File: config.mk
export PLATFORM = sky130hd
export DESIGN_NAME = ret_top
export DESIGN_NICKNAME = d
export VERILOG_FILES = /design/src/common/ret_pkg.sv /design/src/rtl/ret_timer_core.sv /design/src/rtl/ret_top.sv
export SDC_FILE = /design/constraint.sdc
export NUM_CORES = 1
export LEC_CHECK = 0
export BUFFER_PORTS_ARGS = -buffer_cell sky130_fd_sc_hd__buf_2
export CORE_MARGIN = 2
export CORE_UTILIZATION = 25
export DETAILED_ROUTE_END_ITERATION = 10
export GPL_ROUTABILITY_DRIVEN = 0
export PLACE_DENSITY_LB_ADDON = 0.05
export SETUP_SLACK_MARGIN = 0.3
export SLEW_MARGIN = 20
export SYNTH_ARGS = -nofsm -noshare
export SYNTH_HDL_FRONTEND = slang
export SYNTH_SLANG_ARGS = --single-unit
File: constraint.sdc
create_clock -name ref_clk_i -period 5.2 [get_ports ref_clk_i]
set_clock_uncertainty 0.15 [all_clocks]
set_input_delay 0.78 -clock ref_clk_i [delete_from_list [all_inputs] [get_ports ref_clk_i]]
set_output_delay 0.78 -clock ref_clk_i [all_outputs]
set_load 0.01 [all_outputs]
File: src/common/ret_pkg.sv
// ret_pkg: constants, register map and field layout of the event timer set
// assumes a 100 MHz register clock and a 13.56 MHz interface tick made here
//
// Overview of operation
// - timer A status: busy at bit 20, count in 19:0, zero at reset.
// - timer B status: live count in bits 19:0, busy flag in bit 20.
// - timer C status: busy in bit 20, count in 19:0, zero at reset.
// - timer A preset in reload bits 19:0, writable, resets zero, upper reserved.
// - timer B preset in reload bits 19:0, writable, resets zero, upper reserved.
// - timer C preset in reload bits 19:0, writable, resets zero, upper reserved.
// - setup bit 20 halts timer A once reception began and 4 bits arrived.
// - setup bit 19 halts timer A when a transmission begins.
// - setup bit 18 halts timer A when an external field appears.
// - setup bit 17 halts timer A when the external field vanishes.
// - setup bit 16 halts timer A when the own field turns on.
// - setup bit 15 halts timer A when the own field turns off.
// - setup bit 14 starts timer A on the first received bit.
// - setup bit 13 starts timer A when a reception ends.
// - setup bit 12 starts timer A when a transmission starts.
// - setup bit 11 starts timer A when a transmission completes.
// - setup bit 10 starts timer A when an external field appears.
// - setup bit 9 starts timer A when the external field is lost.
// - setup bit 8 starts timer A when the own field turns on.
// - setup bit 7 starts timer A when the own field turns off.
// - setup bit 6 starts timer A immediately.
// - autoreload bit 1 clear stops at zero; set reloads preset, keeps counting.
// - timer A runs only while enable bit 0 is set; resets zero.
// - clock select bit 2: clear counts 13.56 MHz ticks, set prescaled ticks.
// - prescale code bits 3 to 5 halves rate per step, 6.78 MHz to 53 kHz.

package ret_pkg;

  // ---------------------------------------------------------------
  // widths
  // ---------------------------------------------------------------
  localparam int CNT_W  = 20;
  localparam int DATA_W = 32;
  localparam int ADDR_W = 8;
  localparam int SETUP_W = 21;
  localparam int NUM_TIMERS = 3;

  // ---------------------------------------------------------------
  // register indices; byte address is four times the index
  // ---------------------------------------------------------------
  localparam logic [5:0] IDX_A_STATUS  = 6'h08;
  localparam logic [5:0] IDX_B_STATUS  = 6'h09;
  localparam logic [5:0] IDX_C_STATUS  = 6'h0a;
  localparam logic [5:0] IDX_A_PRELOAD = 6'h0b;
  localparam logic [5:0] IDX_B_PRELOAD = 6'h0c;
  localparam logic [5:0] IDX_C_PRELOAD = 6'h0d;
  localparam logic [5:0] IDX_A_SETUP   = 6'h0e;
  localparam logic [5:0] IDX_BC_CTRL   = 6'h10;

  // ---------------------------------------------------------------
  // status field positions
  // ---------------------------------------------------------------
  localparam int ST_BUSY_BIT = 20;

  // ---------------------------------------------------------------
  // timer A setup field positions
  // ---------------------------------------------------------------
  localparam int SU_HALT_RX_BEGIN    = 20;
  localparam int SU_HALT_TX_BEGIN    = 19;
  localparam int SU_HALT_EXT_UP      = 18;
  localparam int SU_HALT_EXT_GONE    = 17;
  localparam int SU_HALT_OWN_UP      = 16;
  localparam int SU_HALT_OWN_DOWN    = 15;
  localparam int SU_GO_RX_BEGIN      = 14;
  localparam int SU_GO_RX_END        = 13;
  localparam int SU_GO_TX_BEGIN      = 12;
  localparam int SU_GO_TX_END        = 11;
  localparam int SU_GO_EXT_UP        = 10;
  localparam int SU_GO_EXT_GONE      = 9;
  localparam int SU_GO_OWN_UP        = 8;
  localparam int SU_GO_OWN_DOWN      = 7;
  localparam int SU_GO_IMMEDIATE     = 6;
  localparam int SU_DIV_LSB          = 3;
  localparam int SU_DIV_MSB          = 5;
  localparam int SU_CLOCK_SOURCE     = 2;
  localparam int SU_AUTORELOAD       = 1;
  localparam int SU_ON               = 0;

  // ---------------------------------------------------------------
  // timer B/C control field positions (C sits at B plus 8)
  // ---------------------------------------------------------------
  localparam int BC_ON         = 0;
  localparam int BC_AUTORELOAD = 1;
  localparam int BC_GO         = 2;
  localparam int BC_HALT       = 3;
  localparam int BC_C_OFFSET   = 8;

  // ---------------------------------------------------------------
  // reset values
  // ---------------------------------------------------------------
  localparam logic [CNT_W-1:0]   PRESET_RST = 20'h00000;
  localparam logic [SETUP_W-1:0] SETUP_RST  = 21'h000000;
  localparam logic [15:0]        BC_RST     = 16'h0000;

  // ---------------------------------------------------------------
  // timing: interface tick derived from the register clock
  // ---------------------------------------------------------------
  localparam int REF_CLK_KHZ = 100000;
  localparam int IF_CLK_KHZ  = 13560;
  localparam int PHASE_W     = 17;
  localparam logic [PHASE_W-1:0] PHASE_STEP = PHASE_W'(IF_CLK_KHZ);
  localparam logic [PHASE_W-1:0] PHASE_MOD  = PHASE_W'(REF_CLK_KHZ);
  localparam int PRESCALE_W  = 8;

endpackage

File: src/rtl/ret_timer_core.sv
// ret_timer_core: one 20-bit down counter with busy flag and preset
// assumes tick, go and halt are one-cycle pulses in the ref clock domain

module ret_timer_core
  import ret_pkg::*;
(
  // clock and reset
  input  wire logic             ref_clk_i,
  input  wire logic             rst_n_i,
  // control
  input  wire logic             tick_i,
  input  wire logic             on_i,
  input  wire logic             autoreload_i,
  input  wire logic [CNT_W-1:0] preset_i,
  input  wire logic             go_i,
  input  wire logic             halt_i,
  // state
  output logic      [CNT_W-1:0] count_o,
  output logic                  busy_o
);

  logic [CNT_W-1:0] count_r;
  logic             busy_r;

  // ---------------------------------------------------------------
  // counter: halt beats go, go beats a tick
  // ---------------------------------------------------------------
  always_ff @(posedge ref_clk_i or negedge rst_n_i) begin
    if (!rst_n_i) begin
      count_r <= '0;
      busy_r  <= 1'b0;
    end else if (!on_i) begin
      busy_r <= 1'b0;
    end else if (halt_i) begin
      busy_r <= 1'b0;
    end else if (go_i) begin
      count_r <= preset_i;
      busy_r  <= 1'b1;
    end else if (busy_r && tick_i) begin
      if (count_r != '0) begin
        count_r <= count_r - CNT_W'(1);
      end else if (autoreload_i) begin
        count_r <= preset_i;
      end else begin
        busy_r <= 1'b0;
      end
    end
  end

  assign count_o = count_r;
  assign busy_o  = busy_r;

endmodule

File: src/rtl/ret_top.sv
// ret_top: three event timers with register port and field/transceiver events
// assumes event inputs are synchronous one-cycle pulses, field inputs levels

module ret_top
  import ret_pkg::*;
(
  // clock and reset
  input  wire logic              ref_clk_i,
  input  wire logic              rst_n_i,
  // register port
  input  wire logic [ADDR_W-1:0] reg_addr_i,
  input  wire logic [DATA_W-1:0] reg_wdata_i,
  input  wire logic              reg_wr_i,
  input  wire logic              reg_rd_i,
  output logic      [DATA_W-1:0] reg_rdata_o,
  // transceiver events
  input  wire logic              rx_begin_i,
  input  wire logic              rx_nibble_i,
  input  wire logic              rx_end_i,
  input  wire logic              tx_begin_i,
  input  wire logic              tx_end_i,
  // field levels
  input  wire logic              ext_field_i,
  input  wire logic              own_field_i,
  // timer state
  output logic                   timer_a_busy_o,
  output logic                   timer_b_busy_o,
  output logic                   timer_c_busy_o
);

  // ---------------------------------------------------------------
  // decode helper
  // ---------------------------------------------------------------

  // true when a byte address hits a word index
  function automatic logic hit(input logic [ADDR_W-1:0] addr,
                               input logic [5:0]        idx);
    hit = (addr[1:0] == 2'h0) && (addr[ADDR_W-1:2] == idx);
  endfunction

  // mask of low prescaler bits that must all be one for a divided tick
  function automatic logic [PRESCALE_W-1:0] div_mask(input logic [2:0] code);
    div_mask = PRESCALE_W'((9'h002 << code) - 9'h001);
  endfunction

  // ---------------------------------------------------------------
  // registers
  // ---------------------------------------------------------------
  logic [CNT_W-1:0]   timer_a_preset_r;
  logic [CNT_W-1:0]   timer_b_preset_r;
  logic [CNT_W-1:0]   timer_c_preset_r;
  logic [SETUP_W-1:0] timer_a_setup_r;
  logic [15:0]        bc_ctrl_r;
  logic [DATA_W-1:0]  rdata_r;
  logic [DATA_W-1:0]  rdata_nxt;

  // tick generation
  logic [PHASE_W-1:0]    phase_r;
  logic [PHASE_W:0]      phase_sum;
  logic                  if_tick_r;
  logic [PRESCALE_W-1:0] presc_r;
  logic                  div_tick;
  logic                  timer_a_tick;

  // event edges
  logic ext_field_r;
  logic own_field_r;
  logic ext_up;
  logic ext_gone;
  logic own_up;
  logic own_down;

  // timer A triggers
  logic timer_a_halt_trigger;
  logic timer_a_go_trigger;
  logic imm_go;

  // per timer vectors
  logic [NUM_TIMERS-1:0] t_tick;
  logic [NUM_TIMERS-1:0] t_on;
  logic [NUM_TIMERS-1:0] t_arl;
  logic [NUM_TIMERS-1:0] t_go;
  logic [NUM_TIMERS-1:0] t_halt;
  logic [NUM_TIMERS-1:0] t_busy;
  logic [CNT_W-1:0]      t_preset [NUM_TIMERS];
  logic [CNT_W-1:0]      t_count  [NUM_TIMERS];

  // write strobes per register
  logic wr_a_pre;
  logic wr_b_pre;
  logic wr_c_pre;
  logic wr_a_setup;
  logic wr_bc;

  assign wr_a_pre   = reg_wr_i && hit(reg_addr_i, IDX_A_PRELOAD);
  assign wr_b_pre   = reg_wr_i && hit(reg_addr_i, IDX_B_PRELOAD);
  assign wr_c_pre   = reg_wr_i && hit(reg_addr_i, IDX_C_PRELOAD);
  assign wr_a_setup = reg_wr_i && hit(reg_addr_i, IDX_A_SETUP);
  assign wr_bc      = reg_wr_i && hit(reg_addr_i, IDX_BC_CTRL);

  // ---------------------------------------------------------------
  // preset registers; reserved upper bits are dropped
  // ---------------------------------------------------------------
  always_ff @(posedge ref_clk_i or negedge rst_n_i) begin
    if (!rst_n_i) begin
      timer_a_preset_r <= PRESET_RST;
    end else if (wr_a_pre) begin
      timer_a_preset_r <= reg_wdata_i[CNT_W-1:0];
    end
  end

  always_ff @(posedge ref_clk_i or negedge rst_n_i) begin
    if (!rst_n_i) begin
      timer_b_preset_r <= PRESET_RST;
    end else if (wr_b_pre) begin
      timer_b_preset_r <= reg_wdata_i[CNT_W-1:0];
    end
  end

  always_ff @(posedge ref_clk_i or negedge rst_n_i) begin
    if (!rst_n_i) begin
      timer_c_preset_r <= PRESET_RST;
    end else if (wr_c_pre) begin
      timer_c_preset_r <= reg_wdata_i[CNT_W-1:0];
    end
  end

  // ---------------------------------------------------------------
  // timer A setup and timer B/C control
  // ---------------------------------------------------------------
  always_ff @(posedge ref_clk_i or negedge rst_n_i) begin
    if (!rst_n_i) begin
      timer_a_setup_r <= SETUP_RST;
    end else if (wr_a_setup) begin
      timer_a_setup_r <= reg_wdata_i[SETUP_W-1:0];
    end
  end

  // go and halt bits are self-clearing strobes, not stored
  always_ff @(posedge ref_clk_i or negedge rst_n_i) begin
    if (!rst_n_i) begin
      bc_ctrl_r <= BC_RST;
    end else if (wr_bc) begin
      bc_ctrl_r <= reg_wdata_i[15:0] & 16'h0303;
    end
  end

  // immediate start fires once, on the write that sets the bit
  assign imm_go = wr_a_setup && reg_wdata_i[SU_GO_IMMEDIATE]
                  && reg_wdata_i[SU_ON];

  // ---------------------------------------------------------------
  // interface tick: 13.56 MHz average from a phase accumulator
  // ---------------------------------------------------------------
  assign phase_sum = {1'b0, phase_r} + {1'b0, PHASE_STEP};

  always_ff @(posedge ref_clk_i or negedge rst_n_i) begin
    if (!rst_n_i) begin
      phase_r   <= '0;
      if_tick_r <= 1'b0;
    end else if (phase_sum >= {1'b0, PHASE_MOD}) begin
      phase_r   <= PHASE_W'(phase_sum - {1'b0, PHASE_MOD});
      if_tick_r <= 1'b1;
    end else begin
      phase_r   <= phase_sum[PHASE_W-1:0];
      if_tick_r <= 1'b0;
    end
  end

  // ---------------------------------------------------------------
  // prescaler: code n divides the interface tick by 2^(n+1)
  // ---------------------------------------------------------------
  always_ff @(posedge ref_clk_i or negedge rst_n_i) begin
    if (!rst_n_i) begin
      presc_r <= '0;
    end else if (if_tick_r) begin
      presc_r <= presc_r + PRESCALE_W'(1);
    end
  end

  assign div_tick = if_tick_r &&
    ((presc_r & div_mask(timer_a_setup_r[SU_DIV_MSB:SU_DIV_LSB]))
     == div_mask(timer_a_setup_r[SU_DIV_MSB:SU_DIV_LSB]));

  assign timer_a_tick = timer_a_setup_r[SU_CLOCK_SOURCE] ?
                        div_tick : if_tick_r;

  // ---------------------------------------------------------------
  // field edge detection
  // ---------------------------------------------------------------
  always_ff @(posedge ref_clk_i or negedge rst_n_i) begin
    if (!rst_n_i) begin
      ext_field_r <= 1'b0;
      own_field_r <= 1'b0;
    end else begin
      ext_field_r <= ext_field_i;
      own_field_r <= own_field_i;
    end
  end

  assign ext_up   =  ext_field_i && !ext_field_r;
  assign ext_gone = !ext_field_i &&  ext_field_r;
  assign own_up   =  own_field_i && !own_field_r;
  assign own_down = !own_field_i &&  own_field_r;

  // ---------------------------------------------------------------
  // timer A halt and go triggers
  // ---------------------------------------------------------------
  always_comb begin
    timer_a_halt_trigger =
        (timer_a_setup_r[SU_HALT_RX_BEGIN] && rx_nibble_i)
      | (timer_a_setup_r[SU_HALT_TX_BEGIN] && tx_begin_i)
      | (timer_a_setup_r[SU_HALT_EXT_UP]   && ext_up)
      | (timer_a_setup_r[SU_HALT_EXT_GONE] && ext_gone)
      | (timer_a_setup_r[SU_HALT_OWN_UP]   && own_up)
      | (timer_a_setup_r[SU_HALT_OWN_DOWN] && own_down);
  end

  always_comb begin
    timer_a_go_trigger =
        (timer_a_setup_r[SU_GO_RX_BEGIN]   && rx_begin_i)
      | (timer_a_setup_r[SU_GO_RX_END]     && rx_end_i)
      | (timer_a_setup_r[SU_GO_TX_BEGIN]   && tx_begin_i)
      | (timer_a_setup_r[SU_GO_TX_END]     && tx_end_i)
      | (timer_a_setup_r[SU_GO_EXT_UP]     && ext_up)
      | (timer_a_setup_r[SU_GO_EXT_GONE]   && ext_gone)
      | (timer_a_setup_r[SU_GO_OWN_UP]     && own_up)
      | (timer_a_setup_r[SU_GO_OWN_DOWN]   && own_down)
      | imm_go;
  end

  // ---------------------------------------------------------------
  // per-timer hookup
  // ---------------------------------------------------------------
  assign t_tick[0]   = timer_a_tick;
  // a setup write acts in the cycle it lands, so enable plus
  // immediate start in one write is not refused by the old enable
  assign t_on[0]     = wr_a_setup ? reg_wdata_i[SU_ON]
                                  : timer_a_setup_r[SU_ON];
  assign t_arl[0]    = timer_a_setup_r[SU_AUTORELOAD];
  assign t_go[0]     = timer_a_go_trigger;
  assign t_halt[0]   = timer_a_halt_trigger;
  assign t_preset[0] = timer_a_preset_r;

  // timers B and C count interface ticks, started by software
  assign t_tick[1]   = if_tick_r;
  assign t_on[1]     = wr_bc ? reg_wdata_i[BC_ON] : bc_ctrl_r[BC_ON];
  assign t_arl[1]    = bc_ctrl_r[BC_AUTORELOAD];
  assign t_go[1]     = wr_bc && reg_wdata_i[BC_GO];
  assign t_halt[1]   = wr_bc && reg_wdata_i[BC_HALT];
  assign t_preset[1] = timer_b_preset_r;

  assign t_tick[2]   = if_tick_r;
  assign t_on[2]     = wr_bc ? reg_wdata_i[BC_C_OFFSET + BC_ON]
                             : bc_ctrl_r[BC_C_OFFSET + BC_ON];
  assign t_arl[2]    = bc_ctrl_r[BC_C_OFFSET + BC_AUTORELOAD];
  assign t_go[2]     = wr_bc && reg_wdata_i[BC_C_OFFSET + BC_GO];
  assign t_halt[2]   = wr_bc && reg_wdata_i[BC_C_OFFSET + BC_HALT];
  assign t_preset[2] = timer_c_preset_r;

  // ---------------------------------------------------------------
  // timer instances
  // ---------------------------------------------------------------
  for (genvar g = 0; g < NUM_TIMERS; g++) begin : g_timer
    ret_timer_core u_core (
      .ref_clk_i    (ref_clk_i),
      .rst_n_i      (rst_n_i),
      .tick_i       (t_tick[g]),
      .on_i         (t_on[g]),
      .autoreload_i (t_arl[g]),
      .preset_i     (t_preset[g]),
      .go_i         (t_go[g]),
      .halt_i       (t_halt[g]),
      .count_o      (t_count[g]),
      .busy_o       (t_busy[g])
    );
  end

  assign timer_a_busy_o = t_busy[0];
  assign timer_b_busy_o = t_busy[1];
  assign timer_c_busy_o = t_busy[2];

  // ---------------------------------------------------------------
  // read mux; unmapped addresses read zero
  // ---------------------------------------------------------------
  always_comb begin
    rdata_nxt = '0;
    if (hit(reg_addr_i, IDX_A_STATUS)) begin
      rdata_nxt[ST_BUSY_BIT] = t_busy[0];
      rdata_nxt[CNT_W-1:0]   = t_count[0];
    end else if (hit(reg_addr_i, IDX_B_STATUS)) begin
      rdata_nxt[ST_BUSY_BIT] = t_busy[1];
      rdata_nxt[CNT_W-1:0]   = t_count[1];
    end else if (hit(reg_addr_i, IDX_C_STATUS)) begin
      rdata_nxt[ST_BUSY_BIT] = t_busy[2];
      rdata_nxt[CNT_W-1:0]   = t_count[2];
    end else if (hit(reg_addr_i, IDX_A_PRELOAD)) begin
      rdata_nxt[CNT_W-1:0] = timer_a_preset_r;
    end else if (hit(reg_addr_i, IDX_B_PRELOAD)) begin
      rdata_nxt[CNT_W-1:0] = timer_b_preset_r;
    end else if (hit(reg_addr_i, IDX_C_PRELOAD)) begin
      rdata_nxt[CNT_W-1:0] = timer_c_preset_r;
    end else if (hit(reg_addr_i, IDX_A_SETUP)) begin
      rdata_nxt[SETUP_W-1:0] = timer_a_setup_r;
    end else if (hit(reg_addr_i, IDX_BC_CTRL)) begin
      rdata_nxt[15:0] = bc_ctrl_r;
    end
  end

  // read data held one cycle after the strobe, zero otherwise
  always_ff @(posedge ref_clk_i or negedge rst_n_i) begin
    if (!rst_n_i) begin
      rdata_r <= '0;
    end else if (reg_rd_i) begin
      rdata_r <= rdata_nxt;
    end else begin
      rdata_r <= '0;
    end
  end

  assign reg_rdata_o = rdata_r;

endmodule

# --- Word level (Yosys, flattened, before mapping) ---
# Index checks and enable logic that the tools add are counted.
totals:
  in_bits: 51
  out_inout_bits: 35
  regBits: 197
  wordCells: 171
classes:
  shifts: 1
  n_reduce_logical: 61
  add_sub_neg: 7
  mux: 49
  bitwise_logic: 17
  order_cmp: 1
  eq_ne: 18
op_table:
  columns: ["op", "n"]
  rows:
  - ["$mux W20", 15]
  - ["$mux W21", 4]
  - ["$reduce_bool A20 Y1", 3]
  - ["$sub A20 B1 Y20 const B", 3]
  - ["$eq A6 B4 Y1 const B", 7]
  - ["$logic_and A1 B1 Y1", 41]
  - ["$ne A4 B4 Y1 const B", 9]
  - ["$mux W1", 26]
  - ["$add A17 B14 Y18 const B", 1]
  - ["$ge A18 B17 Y1 const B", 1]
  - ["$mux W17", 1]
  - ["$sub A17 B17 Y17 const B", 1]
  - ["$mux W16", 1]
  - ["$or A1 B1 Y1", 13]
  - ["$reduce_and A4 Y1", 3]
  - ["$mux W10", 1]
  - ["$reduce_and A3 Y1", 3]
  - ["$reduce_bool A3 Y1", 3]
  - ["$add A8 B1 Y8 const B", 1]
  - ["$and A8 B8 Y8", 1]
  - ["$eq A8 B8 Y1", 1]
  - ["$shl A2 B3 Y8 const A", 1]
  - ["$sub A8 B1 Y8 const B", 1]
  - ["$eq A6 B5 Y1 const B", 1]
  - ["5 further kinds", 12]

# --- Depth between registers and ports, before layout ---
logic_depth:
  depth_word: 12
  ltp_mapped: 13
  depth_no_buf: 11

# --- Hierarchy ---
# From an unflattened synthesis, not the netlist that was laid out.
unflattened:
  hier_cells: 1121
  area_unflattened_um2: 11426.0
by_module_without_submodules:
  columns: ["mod", "n_inst", "area_per_inst_um2", "cells_per_inst", "seq_area_each_um2"]
  rows:
  - ["ret_top", 1, 6854.1, 608, 3278.1]
  - ["ret_timer_core", 3, 1524.0, 171, 525.5]

# --- Worst setup path after synthesis ---
# OpenSTA, ideal clock, no wires.
synth_path:
  kind: "input-to-reg"
  start: "input port reg_addr_i[2]"
  end: "register g_timer[2].u_core.count_r[1]"
  setup_time_ps: 83
  required_time_ps: 4967
  t_arrival_ps: 2608
  stages: 11
  slack_ps: 2359
  n_path_buf: 4
  cell_sequence: "buf_2 -> nor4_2 -> and3_1 -> buf_2 -> and2_1 -> clkbuf_1 -> nor2_1 -> nor2_1 -> buf_4 -> o211ai_1 -> o21ai_0"
synth_via:
  elab_chain_len: 6
  elab_cells_between_ends: 11
  cone_classes: "1 x eq/ne; 2 x mux; 1 x bitwise; 7 x reduce/logical"
synth_lines:
  columns: ["item", "line_no", "text"]
  rows:
  - ["from (decl)", "ret_top.sv:11", "input wire logic [ADDR_W-1:0] reg_addr_i,"]
  - ["$eq A6 B5 Y1 *", "ret_top.sv:38", "hit = (addr[1:0] == 2'h0) && (addr[ADDR_W-1:2] == idx);"]
  - ["$logic_and A1 B1 Y1 *", "ret_top.sv:38", null]
  - ["$logic_and A1 B1 Y1 *", "ret_top.sv:99", "assign wr_bc = reg_wr_i && hit(reg_addr_i, IDX_BC_CTRL);"]
  - ["$logic_and A1 B1 Y1 (on tied branches)", "ret_top.sv:257, ret_top.sv:258", null]
  - ["$reduce_bool A3 Y1 (no source line) (tied with other cells)", null, null]
  - ["$reduce_and A4 Y1 (no source line)", null, null]
  - ["to (signal assigned)", "ret_timer_core.sv:37", "count_r <= preset_i;"]
  - ["to (signal assigned)", "ret_timer_core.sv:41", "count_r <= count_r - CNT_W'(1);"]
  - ["to (signal assigned)", "ret_timer_core.sv:43", "count_r <= preset_i;"]
  - ["to (decl)", "ret_timer_core.sv:22", "logic [CNT_W-1:0] count_r;"]
# Mark *: on every way between the ends. The rest lies on a longest branch, timed or not.
# A chain may end at the register's enable or synchronous reset.

# --- Worst setup path in the final report ---
layout_path:
  start: "register phase_r[3]"
  end: "register phase_r[12]"
layout_via:
  elab_chain_len: 3
  elab_cells_between_ends: 4
  cone_classes: "2 x add/sub; 1 x order compare; 1 x mux"
layout_lines:
  columns: ["item", "line_no", "text"]
  rows:
  - ["from (decl)", "ret_top.sv:58", "logic [PHASE_W-1:0] phase_r;"]
  - ["from (signal assigned)", "ret_top.sv:162", "phase_r <= PHASE_W'(phase_sum - {1'b0, PHASE_MOD});"]
  - ["from (signal assigned)", "ret_top.sv:165", "phase_r <= phase_sum[PHASE_W-1:0];"]
  - ["$add A17 B14 Y18 *", "ret_top.sv:155", "assign phase_sum = {1'b0, phase_r} + {1'b0, PHASE_STEP};"]
  - ["via phase_sum[3]", "ret_top.sv:59", "logic [PHASE_W:0] phase_sum;"]
  - ["$sub A17 B17 Y17 or $ge A18 B17 Y1 (tied branches)", "ret_top.sv:162, ret_top.sv:161", null]
  - ["$mux W17 *", "ret_top.sv:161", "end else if (phase_sum >= {1'b0, PHASE_MOD}) begin"]
# Mark *: on every way through the listed nets, which the timed path passes. The rest lies on a longest branch.

==> results.txt <==
Final ANT Viol Nets: 0
Final setup viols: 0
Area leader, netlist: dfrtp_1
WL final: 41.7 mm
Post-route minimum period: 3.42 ns
CP max FO: 11
Worst slew margin: 0.304
Top post-synthesis cells by count: 194 x dfrtp_1, 172 x nand2_1, 150 x o21ai_0
Die Width: 213 um
CP required: 5.43 ns
Post-CTS Repair Setup Buffers: 0
Initial antenna violation count: 0
# nets final: 1309
Hold Buf Count CTS: 0
Synth top area cells: dfrtp_1 45%, o21ai_0 6.9%, mux2_2 6.8%
Tcrit/Tclk final: 0.658
Sequential share of the synthesized area: 0.447
Vias in the first global route: 9139
DP Worst Slack: 1.52 ns
Post_cts resized: 0
Max Cap Viol: 0
Core area: 43000 sq um
Row count: 76
Setup_tns: 0 ns
Clock Path Buffers: 2
Final Worst Setup Slack: 1.78 ns
Most common cell in the netlist: dfrtp_1
WL/cell: 22.6 um
Non-Filler Instances: 1843
Dpl hpwl: 30.5 mm
Share of layout cells above drive strength 1: 0.159
WP data arrival: 3.65 ns
Total GRT Usage: 0.193
Die area: 45200 sq um
I/O pin count: 86
P_leak: 5.38 nW
Core Util, Final: 0.287
Post-synthesis async set-or-reset flop share: 1.00
Number of detailed-route iterations in the first pass: 5
Die Height: 213 um
Port-buffer cells: 63
Clock latency on the worst-skew pair: 0.50 ns
Avg Cell Area, Syn: 8.91 sq um
Final instance area: 12400 sq um
Number of vias per cell: 5.02
Post-Syn Area: 10900 sq um
Fillcell total: 4666
Synth Warn #: 0
Clk slew on worst S/H paths: 0.07 ns
Number of synthesized flops with an enable pin: 0
Power per Cell Area: 264 nW/um^2
Pins over their slew limit: 0
Area Overhead vs Synth: 13.7%
Total Power: 3.27 mW
Outcome: complete, no violations
Total CTS buffers: 17
#FFs+latches synth: 194
Library cells used by synthesis: 72
Largest net degree at the start of global routing: 121
Antenna diodes: 0
DR iter-0 viols: 635
DRC: 0
Initial Util: 0.253
Peak supply drop: 0.000201 V
Grt ovf: 0
RSZ-0062 raised after global routing: false
CTS root buf: clkbuf_16
Final hold slack: 0.0966 ns
H-tree levels: 4
Startpoint Class: flip-flop
Max Fclk: 0.292 GHz
Worst Tran Pin Value: 1.04 ns
Synth top area share: 0.447
CP endpoint kind: flip-flop
Vias: 9248
Worst min-delay path category: input pin to async pin
Placed cells: 1813
Dpl cell area: 11800 sq um
Cell count after synthesis: 1220
Top FF cell, synth: dfrtp_1
CTS tree: built
Final hold violations: 0
First-pass GRT wire length: 62.7 mm
WS Path Type: flip-flop to flip-flop
Clock sinks: 194
[path summary, 6_finish.rpt]
check / slack, ns / depth (start not counted) / from / end
max: 1.78 / 9 / phase_r[3]$_DFF_PN0_ / phase_r[12]$_DFF_PN0_
min: 0.1 / 1 / rst_n_i / presc_r[2]$_DFFE_PN0P_
max reg2reg: 1.78 / 9 / phase_r[3]$_DFF_PN0_ / phase_r[12]$_DFF_PN0_
min reg2reg: 0.34 / 1 / presc_r[7]$_DFFE_PN0P_ / presc_r[7]$_DFFE_PN0P_
max in group asynchronous: 3.62 / 2 / rst_n_i / timer_a_preset_r[14]$_DFFE_PN0P_
min in group ref_clk_i: 0.28 / 1 / ext_field_i / ext_field_r$_DFF_PN0_
[layout make-up]
| type | instances | area, sq um | area share |
|---|---|---|---|
| Inverter | 26 | 97.6 | 0.00790 |
| Multi-Input combinational cell | 923 | 5590 | 0.452 |
| Clock inverter | 11 | 138 | 0.0111 |
| Tap cell | 585 | 732 | 0.0592 |
| Sequential cell | 194 | 4850 | 0.393 |
| Clock buffer | 19 | 443 | 0.0358 |
| Timing Repair Buffer | 85 | 503 | 0.0407 |
[flip-flops by register name, indices dropped and copies added, names as in the netlist]
name	count
timer_a_preset_r	20
bc_ctrl_r	4
ext_field_r	1
presc_r	8
phase_r	14
reg_rdata_o	21
timer_c_preset_r	20
timer_b_preset_r	20
g_timer.u_core.busy_o	3
g_timer.u_core.count_o	60
own_field_r	1
timer_a_setup_r	21
if_tick_r	1
[worst max-delay path, stage by stage, from the launching register on]
cell and delay, ns:
dfrtp_1 0.45, inv_1 0.11, ha_1 0.37, nor4b_4 0.51
o21ai_0 0.21, xnor2_1 0.19, o21bai_1 0.26, o41ai_4 0.74
nor3_1 0.15, xnor2_1 0.16
[placed cells by master (no fill, tap or decap), types with 4 or more instances in the layout]
master,count
dfrtp_1,194
nand2_1,172
o21ai_0,149
nor2_1,93
a21oi_1,84
mux2_2,66
buf_2,62
nor3_1,34
inv_1,26
nor4_1,22
nand3_1,22
buf_4,21
a21o_1,17
xnor2_1,17
clkbuf_16,17
a41oi_1,14
nand4_1,14
o22ai_1,11
and3_1,11
ha_1,11
conb_1,11
a22oi_1,10
xor2_1,10
or3_1,10
nor2b_1,9
a31oi_1,9
nand2b_1,8
a222oi_1,8
a22o_1,7
a21boi_0,7
o22a_1,7
and2_1,6
o21a_1,6
nor3b_1,6
clkinv_2,6
nor4b_1,5
o211ai_1,5
or4_1,5
o21ai_1,5
nand3b_1,4
[cells by family after synthesis]
group / synth area share
mux: 0.0711
flops: 0.447
other cells: 0.000345
fa+ha+maj: 0.0127
compound gates: 0.204
buf+inv: 0.0462
xor+xnor: 0.0233
simple gates: 0.196
[power breakdown]
group | switching, mW | internal, mW
Sequential | 0.0459 | 1.55
Combinational | 0.184 | 0.0819
Clock | 0.649 | 0.759
Total | 0.879 | 2.39
[metal layers]
metal,track usage,part of all wire,vias to the layer above
li1,-,-,4427
met1,0.269,0.49,4650
met2,0.308,0.47,136
met3,0.0220,0.023,35
met4,0.0726,0.021,0
met5,0,0,-
No activity file was read; power rests on OpenSTA's default activity.
